[src/design/fpe_pkg.sv]
// Constants and carrier types for the four-phase envelope generator.
package fpe_pkg;

	// ----------------------------------------------------------------
	// Register map (byte addresses on APB).
	// ----------------------------------------------------------------
	localparam logic [11:0] ADDR_CTRL   = 12'h000;
	localparam logic [11:0] ADDR_RATES  = 12'h004;
	localparam logic [11:0] ADDR_STATUS = 12'h008;

	// ----------------------------------------------------------------
	// Field positions and reset values.
	// ----------------------------------------------------------------
	localparam int          CTRL_GATE_BIT   = 0;
	localparam int          RATE_ATK_LSB    = 0;
	localparam int          RATE_DEC_LSB    = 4;
	localparam int          RATE_SUS_LSB    = 8;
	localparam int          RATE_REL_LSB    = 12;
	localparam logic [15:0] RATES_RESET     = 16'h0000;
	localparam logic [7:0]  LEVEL_PEAK      = 8'hFF;
	localparam logic [7:0]  LEVEL_ZERO      = 8'h00;

	// ----------------------------------------------------------------
	// Timing: the attack time per rate setting, in microseconds.
	// Decay and release take three times the attack time.
	// ----------------------------------------------------------------
	localparam int CLK_MHZ    = 10;
	localparam int STEPS_FULL = 255;
	localparam int DECAY_MULT = 3;
	localparam int ATTACK_US [16] = '{2000, 8000, 16000, 24000, 38000, 56000, 68000, 80000,
	                                  100000, 250000, 500000, 800000, 1000000, 3000000,
	                                  5000000, 8000000};

	// Envelope phases.
	typedef enum logic [1:0] {
		FPE_ATTACK,
		FPE_DECAY,
		FPE_SUSTAIN,
		FPE_RELEASE
	} fpe_phase_e;

	// Rate and level settings carried together.
	typedef struct packed {
		logic [3:0] release_rate;
		logic [3:0] sustain_level;
		logic [3:0] decay_rate;
		logic [3:0] attack_rate;
	} fpe_settings_s;

endpackage : fpe_pkg

[src/design/fpe_apb_regs.sv]
// APB register slave holding gate and envelope settings.
`timescale 1ns/10ps
`default_nettype none

module fpe_apb_regs (
	input  wire logic                  clk_sys,   // System clock.
	input  wire logic                  nrst,      // Synchronous reset, active low.
	input  wire logic                  psel,      // APB select.
	input  wire logic                  penable,   // APB enable.
	input  wire logic                  pwrite,    // APB write.
	input  wire logic [11:0]           paddr,     // APB byte address.
	input  wire logic [31:0]           pwdata,    // APB write data.
	output logic      [31:0]           prdata,    // APB read data.
	output logic                       pready,    // APB ready.
	output logic                       pslverr,   // APB error.
	input  wire logic [7:0]            level,     // Current amplitude.
	input  wire fpe_pkg::fpe_phase_e   phase,     // Current phase.
	output logic                       gate,      // Note-on control.
	output fpe_pkg::fpe_settings_s     settings   // Rate and level settings.
);

	// ----------------------------------------------------------------
	// Storage.
	// ----------------------------------------------------------------
	logic                   gate_reg;
	logic                   gate_next;
	fpe_pkg::fpe_settings_s set_reg;
	fpe_pkg::fpe_settings_s set_next;
	logic [31:0]            rd_reg;
	logic [31:0]            rd_next;
	logic                   err_reg;
	logic                   err_next;
	logic                   access;
	logic                   commit;

	assign access = psel && !penable;            // Decode in setup, answer in access.
	assign commit = psel && penable && pwrite;   // Writes land at the completing edge.

	// Capture read data and the error flag in setup; commit writes only when the access completes.
	always_comb begin
		gate_next = gate_reg;
		set_next  = set_reg;
		rd_next   = rd_reg;
		err_next  = err_reg;
		if (access) begin
			err_next = 1'b0;
			rd_next  = 32'h0000_0000;
			if (paddr == fpe_pkg::ADDR_CTRL) begin
				rd_next[fpe_pkg::CTRL_GATE_BIT] = gate_reg;
			end else if (paddr == fpe_pkg::ADDR_RATES) begin
				rd_next[15:0] = set_reg;
			end else if (paddr == fpe_pkg::ADDR_STATUS) begin
				rd_next[7:0] = level;
				rd_next[9:8] = phase;
			end else begin
				err_next = 1'b1;
			end
		end
		if (commit) begin
			if (paddr == fpe_pkg::ADDR_CTRL) begin
				gate_next = pwdata[fpe_pkg::CTRL_GATE_BIT];
			end else if (paddr == fpe_pkg::ADDR_RATES) begin
				set_next = pwdata[15:0];
			end
		end
	end

	always_ff @(posedge clk_sys) begin
		if (!nrst) begin
			gate_reg <= 1'b0;
			set_reg  <= fpe_pkg::RATES_RESET;
			rd_reg   <= 32'h0000_0000;
			err_reg  <= 1'b0;
		end else begin
			gate_reg <= gate_next;
			set_reg  <= set_next;
			rd_reg   <= rd_next;
			err_reg  <= err_next;
		end
	end

	assign pready   = psel && penable;  // One wait-free access cycle.
	assign prdata   = rd_reg;
	assign pslverr  = pready && err_reg;
	assign gate     = gate_reg;
	assign settings = set_reg;

endmodule : fpe_apb_regs
`default_nettype wire

[src/design/fpe_envelope.sv]
// Top level of the four-phase envelope generator with its APB port.
//
// The register addresses and the APB interface to the registers are this design's own decisions.
`timescale 1ns/10ps
`default_nettype none

// Summary of operation
// - Amplitude passes attack, decay, sustain and release, each with its own setting.
// - Attack raises amplitude from its present value to peak at attack rate.
// - Decay lowers amplitude from peak toward sustain level at decay rate.
// - Release lowers amplitude from present value to zero at release rate.
// - Sustain holds level while gate is set; release starts when gate clears.
// - Sustain zero lets decay fall to zero while gate stays set.
// - Sustain setting fifteen means full volume.
// - Attack setting 0 takes about 2 ms, setting 10 about 500 ms.
// - Decay setting 8 takes about 300 ms, setting 9 about 750 ms.
// - Release setting 0 takes about 6 ms, setting 9 about 750 ms.
// - Gate may change at any time and every change is obeyed.
// - Gate cleared during attack starts release at once from present amplitude.
// - Gate set during release starts attack at once from present amplitude.
module fpe_envelope (
	input  wire logic        clk_sys,  // System clock, 10 MHz.
	input  wire logic        nrst,     // Synchronous reset, active low.
	input  wire logic        psel,     // APB select.
	input  wire logic        penable,  // APB enable.
	input  wire logic        pwrite,   // APB write.
	input  wire logic [11:0] paddr,    // APB byte address.
	input  wire logic [31:0] pwdata,   // APB write data.
	output logic      [31:0] prdata,   // APB read data.
	output logic             pready,   // APB ready.
	output logic             pslverr,  // APB error.
	output logic      [7:0]  envLevel  // Envelope amplitude.
);

	// ----------------------------------------------------------------
	// Register slave and rate timing.
	// ----------------------------------------------------------------
	logic                   gate;
	fpe_pkg::fpe_settings_s settings;
	fpe_pkg::fpe_phase_e    phase_reg;
	fpe_pkg::fpe_phase_e    phase_next;
	logic [7:0]             level_reg;
	logic [7:0]             level_next;
	logic [3:0]             rateSel;
	logic                   stepTick;
	logic [7:0]             sustainLevel;

	fpe_apb_regs u_regs (
		.clk_sys  (clk_sys),
		.nrst     (nrst),
		.psel     (psel),
		.penable  (penable),
		.pwrite   (pwrite),
		.paddr    (paddr),
		.pwdata   (pwdata),
		.prdata   (prdata),
		.pready   (pready),
		.pslverr  (pslverr),
		.level    (level_reg),
		.phase    (phase_reg),
		.gate     (gate),
		.settings (settings)
	);

	// Choose the rate of the active phase.
	always_comb begin
		case (phase_reg)
			fpe_pkg::FPE_ATTACK:  rateSel = settings.attack_rate;
			fpe_pkg::FPE_DECAY:   rateSel = settings.decay_rate;
			default:              rateSel = settings.release_rate;
		endcase
	end

	// Step interval per rate; decay and release run three times slower.
	fpe_rate_div #(
		.CNT_W (24)
	) u_div (
		.clk_sys  (clk_sys),
		.nrst     (nrst),
		.rate     (rateSel),
		.slow     (phase_reg != fpe_pkg::FPE_ATTACK),
		.stepTick (stepTick)
	);

	// Sustain nibble repeated to eight bits so fifteen reaches peak.
	assign sustainLevel = {settings.sustain_level, settings.sustain_level};

	// ----------------------------------------------------------------
	// Envelope phase machine.
	// ----------------------------------------------------------------
	// Next phase and amplitude.
	always_comb begin
		phase_next = phase_reg;
		level_next = level_reg;
		case (phase_reg)
			fpe_pkg::FPE_ATTACK: begin
				if (!gate) begin
					phase_next = fpe_pkg::FPE_RELEASE;
				end else if (level_reg == fpe_pkg::LEVEL_PEAK) begin
					phase_next = fpe_pkg::FPE_DECAY;
				end else if (stepTick) begin
					level_next = level_reg + 8'h01;
				end
			end
			fpe_pkg::FPE_DECAY: begin
				if (!gate) begin
					phase_next = fpe_pkg::FPE_RELEASE;
				end else if (level_reg <= sustainLevel) begin
					phase_next = fpe_pkg::FPE_SUSTAIN;
				end else if (stepTick) begin
					level_next = level_reg - 8'h01;
				end
			end
			fpe_pkg::FPE_SUSTAIN: begin
				if (!gate) begin
					phase_next = fpe_pkg::FPE_RELEASE;
				end
			end
			default: begin
				if (gate) begin
					phase_next = fpe_pkg::FPE_ATTACK;
				end else if (stepTick && (level_reg != fpe_pkg::LEVEL_ZERO)) begin
					level_next = level_reg - 8'h01;
				end
			end
		endcase
	end

	// Register phase and amplitude; reset rests in release at zero.
	always_ff @(posedge clk_sys) begin
		if (!nrst) begin
			phase_reg <= fpe_pkg::FPE_RELEASE;
			level_reg <= fpe_pkg::LEVEL_ZERO;
		end else begin
			phase_reg <= phase_next;
			level_reg <= level_next;
		end
	end

	assign envLevel = level_reg;

	// ----------------------------------------------------------------
	// Check helpers: sustain entry level and step spacing.
	// ----------------------------------------------------------------
	logic [7:0] holdLevel_reg;
	logic [7:0] holdLevel_next;
	logic [7:0] gapCnt_reg;
	logic [7:0] gapCnt_next;

	// Remember the level at which sustain was entered, so any drift in sustain shows up.
	always_comb begin
		holdLevel_next = holdLevel_reg;
		if ((phase_next == fpe_pkg::FPE_SUSTAIN) && (phase_reg != fpe_pkg::FPE_SUSTAIN)) begin
			holdLevel_next = level_next;
		end
	end

	always_ff @(posedge clk_sys) begin
		if (!nrst) begin
			holdLevel_reg <= fpe_pkg::LEVEL_ZERO;
		end else begin
			holdLevel_reg <= holdLevel_next;
		end
	end

	// Count cycles since the last step pulse, saturating so a slow rate cannot wrap it.
	always_comb begin
		gapCnt_next = gapCnt_reg;
		if (stepTick) begin
			gapCnt_next = 8'h00;
		end else if (gapCnt_reg != 8'hFF) begin
			gapCnt_next = gapCnt_reg + 8'h01;
		end
	end

	always_ff @(posedge clk_sys) begin
		if (!nrst) begin
			gapCnt_reg <= '1;  // Start saturated so the first pulse after reset passes.
		end else begin
			gapCnt_reg <= gapCnt_next;
		end
	end
endmodule : fpe_envelope
`default_nettype wire

[src/design/fpe_rate_div.sv]
// Rate prescaler that emits one step pulse per programmed interval.
`timescale 1ns/10ps
`default_nettype none

module fpe_rate_div #(
	parameter int CNT_W = 24
) (
	input  wire logic       clk_sys,  // System clock.
	input  wire logic       nrst,     // Synchronous reset, active low.
	input  wire logic [3:0] rate,     // Selected rate setting.
	input  wire logic       slow,     // High for decay and release timing.
	output logic            stepTick  // One-cycle step pulse.
);

	// ----------------------------------------------------------------
	// Period lookup and counter.
	// ----------------------------------------------------------------
	logic [CNT_W-1:0] cnt_reg;
	logic [CNT_W-1:0] cnt_next;
	logic [CNT_W-1:0] period;

	// Convert the rate time into clock cycles per amplitude step.
	always_comb begin
		int mult;
		mult = slow ? fpe_pkg::DECAY_MULT : 1;
		period = CNT_W'((fpe_pkg::ATTACK_US[rate] * fpe_pkg::CLK_MHZ * mult) / fpe_pkg::STEPS_FULL);
	end

	// Count down and reload on each step.
	always_comb begin
		cnt_next = cnt_reg - 1'b1;
		if ((cnt_reg == '0) || (cnt_reg > period)) begin
			cnt_next = period;
		end
	end

	always_ff @(posedge clk_sys) begin
		if (!nrst) begin
			cnt_reg <= '0;
		end else begin
			cnt_reg <= cnt_next;
		end
	end

	assign stepTick = (cnt_reg == '0);  // Step when the interval expires.

endmodule : fpe_rate_div
`default_nettype wire
[config.mk]
export PLATFORM = sky130hd
export DESIGN_NAME = fpe_envelope
export DESIGN_NICKNAME = d
export VERILOG_FILES = /design/src/design/fpe_pkg.sv /design/src/design/fpe_apb_regs.sv /design/src/design/fpe_envelope.sv /design/src/design/fpe_rate_div.sv
export SDC_FILE = /design/constraint.sdc
export NUM_CORES = 1
export LEC_CHECK = 0
export CORE_UTILIZATION = 58
export CTS_CLUSTER_SIZE = 20
export DETAILED_ROUTE_END_ITERATION = 16
export DONT_BUFFER_PORTS = 1
export PLACE_DENSITY = 0.74
export SLEW_MARGIN = 30
export SYNTH_ARGS = -nofsm -noshare
export SYNTH_HDL_FRONTEND = slang
export SYNTH_SLANG_ARGS = --single-unit
[constraint.sdc]
create_clock -name clk_sys -period 37.7 [get_ports clk_sys]
set_input_delay 5.655 -clock clk_sys [delete_from_list [all_inputs] [get_ports clk_sys]]
set_output_delay 5.655 -clock clk_sys [all_outputs]
set_load 0.05 [all_outputs]
==> results of run 1 <==
-- cells in the mapped netlist (21+ instances only) --
cell      number  area [sq um]
ha_1         125          1560
nand3_1       58           290
clkbuf_1      35           131
nand2_1      167           627
o211ai_1      29           218
dfxtp_1       68          1360
o21a_1        22           165
a21oi_1      124           621
nor2b_1       21           131
xnor2_1       60           526
nor2_1       153           574
and2_1        34           213
o21ai_0       70           350
inv_1         53           199
xor2_1        34           298
a21o_1        35           263
a31oi_1       22           138
buf_4         35           263
nor3_1        67           335
a211oi_1      31           233
nand4_1       35           219
nor4_1        25           156
-- final timing paths --
path / depth (start not counted) / endpoint / slack (ns)
setup / recovery: 110 / u_div.cnt_reg[11] / 11.45
hold / removal: 2 / u_regs.settings[11] / 0.47
setup reg to reg: 110 / u_div.cnt_reg[11] / 11.45
hold reg to reg: 2 / u_regs.settings[11] / 0.47
-- tightest hold or removal path, cell delays in order, from the launching register on --
cell     delay [ns]
dfxtp_1        0.32
nand2_1        0.06
a21oi_1        0.05
-- routing by layer --
metal  GRT usage  up-vias  routed length [um]
met1       0.403     6344               16300
met5           0        -                   0
met3      0.0270       53                1780
li1            -     6519                   -
met4      0.0722        0                 550
met2       0.485      407               16000
-- logic make-up after synthesis --
family / Yosys count
other: 2
AND/OR/NAND/NOR: 716
XOR/XNOR: 103
buffers and inverters: 144
adder cells (fa/ha/maj): 128
multiplexers: 24
AO/OA/AOI/OAI: 563
flip-flops: 68
-- per-stage QoR --
step	hold slack, ns	utilization	cell area [sq um]	instances	setup slack (ns)
floorplan	0.446	-	13200	1764	15.43
global placement	0.462	0.594	13100	1961	11.87
detailed placement	0.467	0.594	13100	1961	11.66
CTS	0.475	0.606	13400	1976	11.51
global route	0.503	0.608	13400	1977	9.05
finish	0.474	0.608	13400	1977	11.45
-- final cells by class --
cell class	instances	area, sq um
Clock inverter	5	30.0
Inverter	56	210
Fill cell	2049	8630
Timing Repair Buffer	6	65.1
Tap cell	280	350
Multi-Input combinational cell	1552	11100
Clock buffer	10	229
Sequential cell	68	1360
==> run metrics, run 1 <==
Most used DFF post-synth dfxtp_1; core footprint roughly 22000 sq um; grt ovf 0; io pins 91; Cells after Synth 1748; hold path start u_regs.settings[11]; DIE HEIGHT around 150 um; CTS resizes 0; gpl congestion 0.919; Die Width about 150 um; wire length per cell roughly 17 um; clock sink count between 60 and 70; most used cell, CP a21oi_1; final setup vio count 0; family with the most delay on the worst path compound AO/OA/AOI/OAI gates; Initial Utilization 0.597; most frequent cells in the layout nand2_1 (167), nor2_1 (152), ha_1 (125); adder-cell share of the synthesized area 0.123; CTS buffer count 9; fin nets roughly 1900; most common cell after layout, fill and taps aside nand2_1; Post-Synth Simple-Gate Area 0.294; vias in the first global route 12300; Worst Setup End Kind register; Worst slew margin 0.379; Synth Area in XOR/XNOR 0.0755; Hold Vio Cnt, Final 0; Async SR Flop Fraction 0; layout cell share with drive strength beyond 1 0.101; Synth Register Bits 68; status completed; Critical Path RT ~38 ns; compound-gate portion of the synthesized area 0.327; antenna-violating nets left 0; Root Driver clkbuf_16; Routed WL ~35 mm; vias about 13000; clk slew on worst S/H paths 0.06 ns; clk_lat worst skew 0.33 ns; startpoint types register; sequential share of the synthesized area 0.104; first drt pass iteration count 8; reg-to-reg startpoint phase_reg[0]; first-pass GRT wire length 58.3 mm; max-cap violations 0; hold-fix buffers at CTS 0; RSZ-0062 raised after global routing false; Worst path max stage delay about 0.75 ns; EDFF count, synth 0; gr usage total 0.291; row cnt 54; Synth Warn # 0; slowest cell on the critical path a2111oi_1; mux share of post-synthesis cell area 0.0209; Hold WC Path Type reg2reg; max reg flops 24; initial detailed-routing violation count about 1100; DR DRC count 0; H-tree lvl count 3; Cell Area, Synth 13100 sq um; Tmin final ~26 ns; post-detail-place hpwl between 20 and 30 mm; initial antenna violation count 0; Final period util 0.696; largest net degree at the start of global routing 50; Final Max Slew Viols 0; CP Max Fanout 24; area of the die about 23000 sq um; Syn Area/Cell between 7 and 8 sq um; Post CTS Setup Buffer Count 0; post-synthesis cell type count ~140; final worst clock skew roughly 0.0064 ns; clk buf depth 2; Fmax about 38 MHz; Worst EP arrival 26.50 ns; ant diodes 0; worst slew pin tran 0.930 ns; Layout Area Growth over Synthesis 1.93%; Setup crit start phase_reg[0]; CTS tree built; crit path buf inv count 10; final setup TNS 0 ns; main combinational cell family by area after synthesis compound AO/OA/AOI/OAI gates; post-detailed-route via-to-cell ratio 6.74; IO buf count 0; Crit Path Class reg2reg
Power of run 1 is not shown: default switching activity piles up to over one toggle a cycle in this logic, so the estimate is an artifact.
==> run 2, diff against run 1 <==
==> constraint.sdc (replaced) <==
create_clock -name clk_sys -period 25.2 [get_ports clk_sys]
set_input_delay 3.78 -clock clk_sys [delete_from_list [all_inputs] [get_ports clk_sys]]
set_output_delay 3.78 -clock clk_sys [all_outputs]
set_load 0.05 [all_outputs]
==> run metrics, run 2 (synthesis gave the netlist of run 1 again) <==
worst slew pin tran 0.923 ns (-0.00749 ns); IO buf count 0 (unchanged); reg-to-reg startpoint phase_reg[0]; first-pass GRT wire length 57.1 mm (-2.1%); DR DRC count 0 (unchanged); most used cell, CP a21oi_1; Reg area 1360 sq um (unchanged); vias 13500 (+1.7%); slowest cell on the critical path or4_4; Worst slew margin 0.384 (+0.00500); worst r2r path cells 107 (-2.7%); hold path start u_regs.settings[10]; initial antenna violation count 0 (unchanged); Initial Utilization 0.597 (unchanged); hold-fix buffers at CTS 0 (unchanged); gpl congestion 0.915 (-0.45%); fin nets 1926 (+3.0%); startpoint types register; final worst clock skew 0.00349 ns (-0.00287 ns); H-tree lvl count 3 (unchanged); clock sink count 68 (unchanged); # fillers 1913 (-6.6%); gr usage total 0.286 (-0.00500); CP Max Fanout 30 (+25%); cell count of the worst hold path 2 (unchanged); status completed; clk buf depth 2 (unchanged); Tmin final 23.62 ns (-2.64 ns); Cell Area, Placed 13200 sq um (+0.75%); Fmax 42.3 MHz (+11%); post-detail-place hpwl 26.9 mm (-0.68%); Worst Setup End Kind register; CTS buffer count 9 (unchanged); Root Driver clkbuf_16; layout cell share with drive strength beyond 1 0.162 (+0.0611); Layout Area Growth over Synthesis 9.66%; largest net degree at the start of global routing 44 (-12%); Worst path max stage delay 0.58 ns (-0.17 ns); Critical Path RT 25.41 ns (-12.53 ns); initial detailed-routing violation count 1057 (+0.57%); clk_lat worst skew 0.34 ns (about the same); max reg flops 24 (unchanged); clk slew on worst S/H paths 0.06 ns (about the same); final setup vio count 0 (unchanged); core footprint 22000 sq um (unchanged); footprint of the multi-input gates 11700 sq um (+4.7%); flop2flop setup slack 1.58 ns (-9.86 ns); grt ovf 0 (unchanged); Final period util 0.937 (+0.241); Final Max Slew Viols 0 (unchanged); post-detailed-route via-to-cell ratio 6.66 (-1.2%); CTS tree built; area of the die 23300 sq um (unchanged); Hold WC Path Type reg2reg; Routed WL 35.9 mm (+3.9%); Die Width 153 um (unchanged); ant diodes 0 (unchanged); max-cap violations 0 (unchanged); Min Hold Slack 0.474 ns (+0.000186 ns); most frequent cells in the layout nand2_1 (167), nor2_1 (150), ha_1 (123); worst r2r dst u_div.cnt_reg[1]; final setup TNS 0 ns (unchanged); antenna-violating nets left 0 (unchanged); Hold Vio Cnt, Final 0 (unchanged); WHS Endpoint u_regs.settings[10]; row cnt 54 (unchanged); first drt pass iteration count 7 (-1); wire length per cell 17.6 um (+0.90%); most common cell after layout, fill and taps aside nand2_1; fin util 0.654 (+0.0461); DIE HEIGHT 153 um (unchanged); io pins 91 (unchanged); Crit Path Class reg2reg; vias in the first global route 11900 (-3.2%); Design Area, Final 14400 sq um (+7.6%); Worst EP arrival 23.82 ns (-2.68 ns)
-- run 2: cell types whose count changed in the layout (fill, tap and decap cells not counted), moves of 4 or more --
cell     previous run  this run
o21ai_1            15        19
nor3_1             67        59
mux2i_4             0         4
a21oi_1           124       120
nor3_2              6        12
buf_4               5        61
o21ai_0            69        64
o41ai_2             4         0
o41ai_4             1         5
-- run 2: how the worst max path moves through the flow --
stage,from,cells after the start,endpoint
after global placement,phase_reg[0],105,u_div.cnt_reg[1]
after floorplan,phase_reg[0],114,u_div.cnt_reg[10]
after CTS,phase_reg[0],107,u_div.cnt_reg[1]
final,phase_reg[0],107,u_div.cnt_reg[1]
after detailed placement,phase_reg[0],107,u_div.cnt_reg[1]
after global routing,phase_reg[0],112,u_div.cnt_reg[19]
-- run 2: what timing repair did --
item                       CTS  global route
resized for setup            0            96
setup endpoints to repair    0            23
setup buffers                0            46
-- run 2: critical path: cells and delay by family, from the launching register on --
family,cells,cell delay (ns)
flops,1,0.40
mux,3,0.98
simple gates,34,8.22
xor+xnor,4,0.75
compound gates,45,9.17
fa+ha+maj,10,2.53
buf+inv,11,1.44
-- run 2: through the flow --
stage / cells / worst slack, ns
after floorplan: 1764 / 2.93
after global placement: 1973 / 0.773
after detailed placement: 1973 / 0.197
after CTS: 1989 / 0.120
after global routing: 2035 / -0.150
final: 2035 / 1.58
-- run 2: final cells by class --
type | instances | share of cell area
Multi-Input combinational cell | 1552 | 0.810
Sequential cell | 68 | 0.0945
Timing Repair Buffer | 63 | 0.0346
Clock buffer | 10 | 0.0159
Tap cell | 280 | 0.0243
Clock inverter | 6 | 0.00617
Inverter | 56 | 0.0148
-- run 2: per-layer routing --
metal,vias to the layer above,global-route usage,part of all wire
met5,-,0,0
met4,0,0.0510,0.0089
met3,39,0.0330,0.054
met2,454,0.473,0.47
met1,6406,0.402,0.47
li1,6646,-,-
Power of run 2 is left out for the same reason.
==> run 3, diff against run 2 <==
--- a/config.mk
+++ b/config.mk
@@ -5,11 +5,12 @@
 export SDC_FILE = /design/constraint.sdc
 export NUM_CORES = 1
 export LEC_CHECK = 0
-export CORE_UTILIZATION = 58
+export CORE_UTILIZATION = 40
 export CTS_CLUSTER_SIZE = 20
 export DETAILED_ROUTE_END_ITERATION = 16
 export DONT_BUFFER_PORTS = 1
-export PLACE_DENSITY = 0.74
+export PLACE_DENSITY = 0.53
+export SETUP_SLACK_MARGIN = 0.4
 export SLEW_MARGIN = 30
 export SYNTH_ARGS = -nofsm -noshare
 export SYNTH_HDL_FRONTEND = slang
==> run metrics, run 3 (synthesis gave the netlist of run 1 again) <==
Root Driver clkbuf_16; largest net degree at the start of global routing 57 (+30%); vias in the first global route 12200 (+2.6%); DIE HEIGHT 183 um (+20%); Die Width 183 um (+20%); Initial Utilization 0.405 (-0.192); worst slew pin tran 0.884 ns (-0.0388 ns); Critical Path RT 25.45 ns (+0.04 ns); most common cell after layout, fill and taps aside nand2_1; hold path start u_regs.settings[3]; grt ovf 0 (unchanged); max-cap violations 0 (unchanged); CP Max Fanout 32 (+6.7%); vias 13300 (-1.5%); IO buf count 0 (unchanged); startpoint types register; gr usage total 0.220 (-0.0655); clk buf depth 2 (unchanged); most frequent cells in the layout nand2_1 (167), nor2_1 (147), ha_1 (120); fin nets 1941 (+0.78%); H-tree lvl count 3 (unchanged); wire length per cell 17.2 um (-2.6%); Final period util 0.921 (-0.0162); reg-to-reg startpoint phase_reg[1]; Worst path max stage delay 0.56 ns (-0.02 ns); first-pass GRT wire length 62.0 mm (+8.7%); antenna-violating nets left 0 (unchanged); row cnt 66 (+22%); clk slew on worst S/H paths 0.06 ns (about the same); final setup vio count 0 (unchanged); status completed; final setup TNS 0 ns (unchanged); most used cell, CP a21oi_1; footprint of the multi-input gates 11800 sq um (+0.87%); Crit Path Class reg2reg; gpl congestion 0.888 (-3.0%); Final Max Slew Viols 0 (unchanged); clock sink count 68 (unchanged); Worst EP arrival 23.46 ns (-0.36 ns); # fillers 3315 (+73%); Setup crit start phase_reg[1]; area of the die 33600 sq um (+44%); hold-fix buffers at CTS 0 (unchanged); slowest cell on the critical path or4b_4; Worst slew margin 0.406 (+0.0224); Fmax 43.1 MHz (+1.8%); Hold WC Path Type reg2reg; RSZ-0062 raised after global routing false; CTS buffer count 9 (unchanged); core footprint 32500 sq um (+47%); max reg flops 24 (unchanged); Worst Setup End Kind register; post-detailed-route via-to-cell ratio 6.03 (-9.4%); Layout Area Growth over Synthesis 12.9%; io pins 91 (unchanged); ant diodes 0 (unchanged); first drt pass iteration count 5 (-2); final worst clock skew 0.0104 ns (+0.00693 ns); CTS tree built; Tmin final 23.21 ns (-0.408 ns); post-detail-place hpwl 29.3 mm (+8.9%); clk_lat worst skew 0.35 ns (about the same); layout cell share with drive strength beyond 1 0.180 (+0.0184); DR DRC count 0 (unchanged); initial detailed-routing violation count 922 (-13%); Reg area 1360 sq um (unchanged); Routed WL 38.0 mm (+5.9%); initial antenna violation count 0 (unchanged); Hold Vio Cnt, Final 0 (unchanged)
run 3: worst paths after layout:
kind / slack (ns) / end / cells past startpoint
worst max-delay path: 1.99 / u_div.cnt_reg[6] / 112
worst min-delay path: 0.48 / u_regs.settings[3] / 2
worst max register to register: 1.99 / u_div.cnt_reg[6] / 112
worst min register to register: 0.48 / u_regs.settings[3] / 2
run 3: cell type report:
class,instances,share of cell area
sequential,68,0.0918
clock buffer,9,0.0152
tap,442,0.0373
multi-input combinational,1553,0.794
inverter,56,0.0143
clock inverter,7,0.00709
timing repair buffer,77,0.0407
run 3: per-layer routing:
layer / wire length (um) / part of all wire / GRT usage
met2: 17700 / 0.46 / 0.366
met5: 0 / 0 / 0
met3: 1250 / 0.033 / 0.0220
met1: 18700 / 0.49 / 0.309
met4: 366 / 0.0096 / 0.0400
run 3: what timing repair did:
item                       4_1_cts  5_1_grt
buffers inserted                 6       45
cloned                           0        1
resized for setup                7      108
setup endpoints to repair       22       23
pin swaps                        2       29
run 3: critical path, delay by kind of cell, from the launching register on:
| kind | cells | cell delay, ns |
|---|---|---|
| AOI/OAI and AO/OA | 50 | 10.21 |
| and+or+nand+nor | 33 | 6.76 |
| DFF | 1 | 0.41 |
| muxes | 1 | 0.45 |
| buffers and inverters | 13 | 1.80 |
| adders and majority gates | 11 | 2.75 |
| xor gates and xnor gates | 4 | 0.68 |
run 3: through the flow:
step	utilization	hold WS, ns	std cells	worst slack, ns	cell area (sq um)
final	0.457	0.476	2212	1.99	14800
after floorplan	-	0.446	1764	2.93	13200
after global placement	0.415	0.465	2144	0.617	13500
after global routing	0.457	0.494	2212	0.232	14800
after detailed placement	0.415	0.472	2144	0.288	13500
after CTS	0.428	0.479	2166	0.430	13900
Power of run 3 is left out for the same reason.
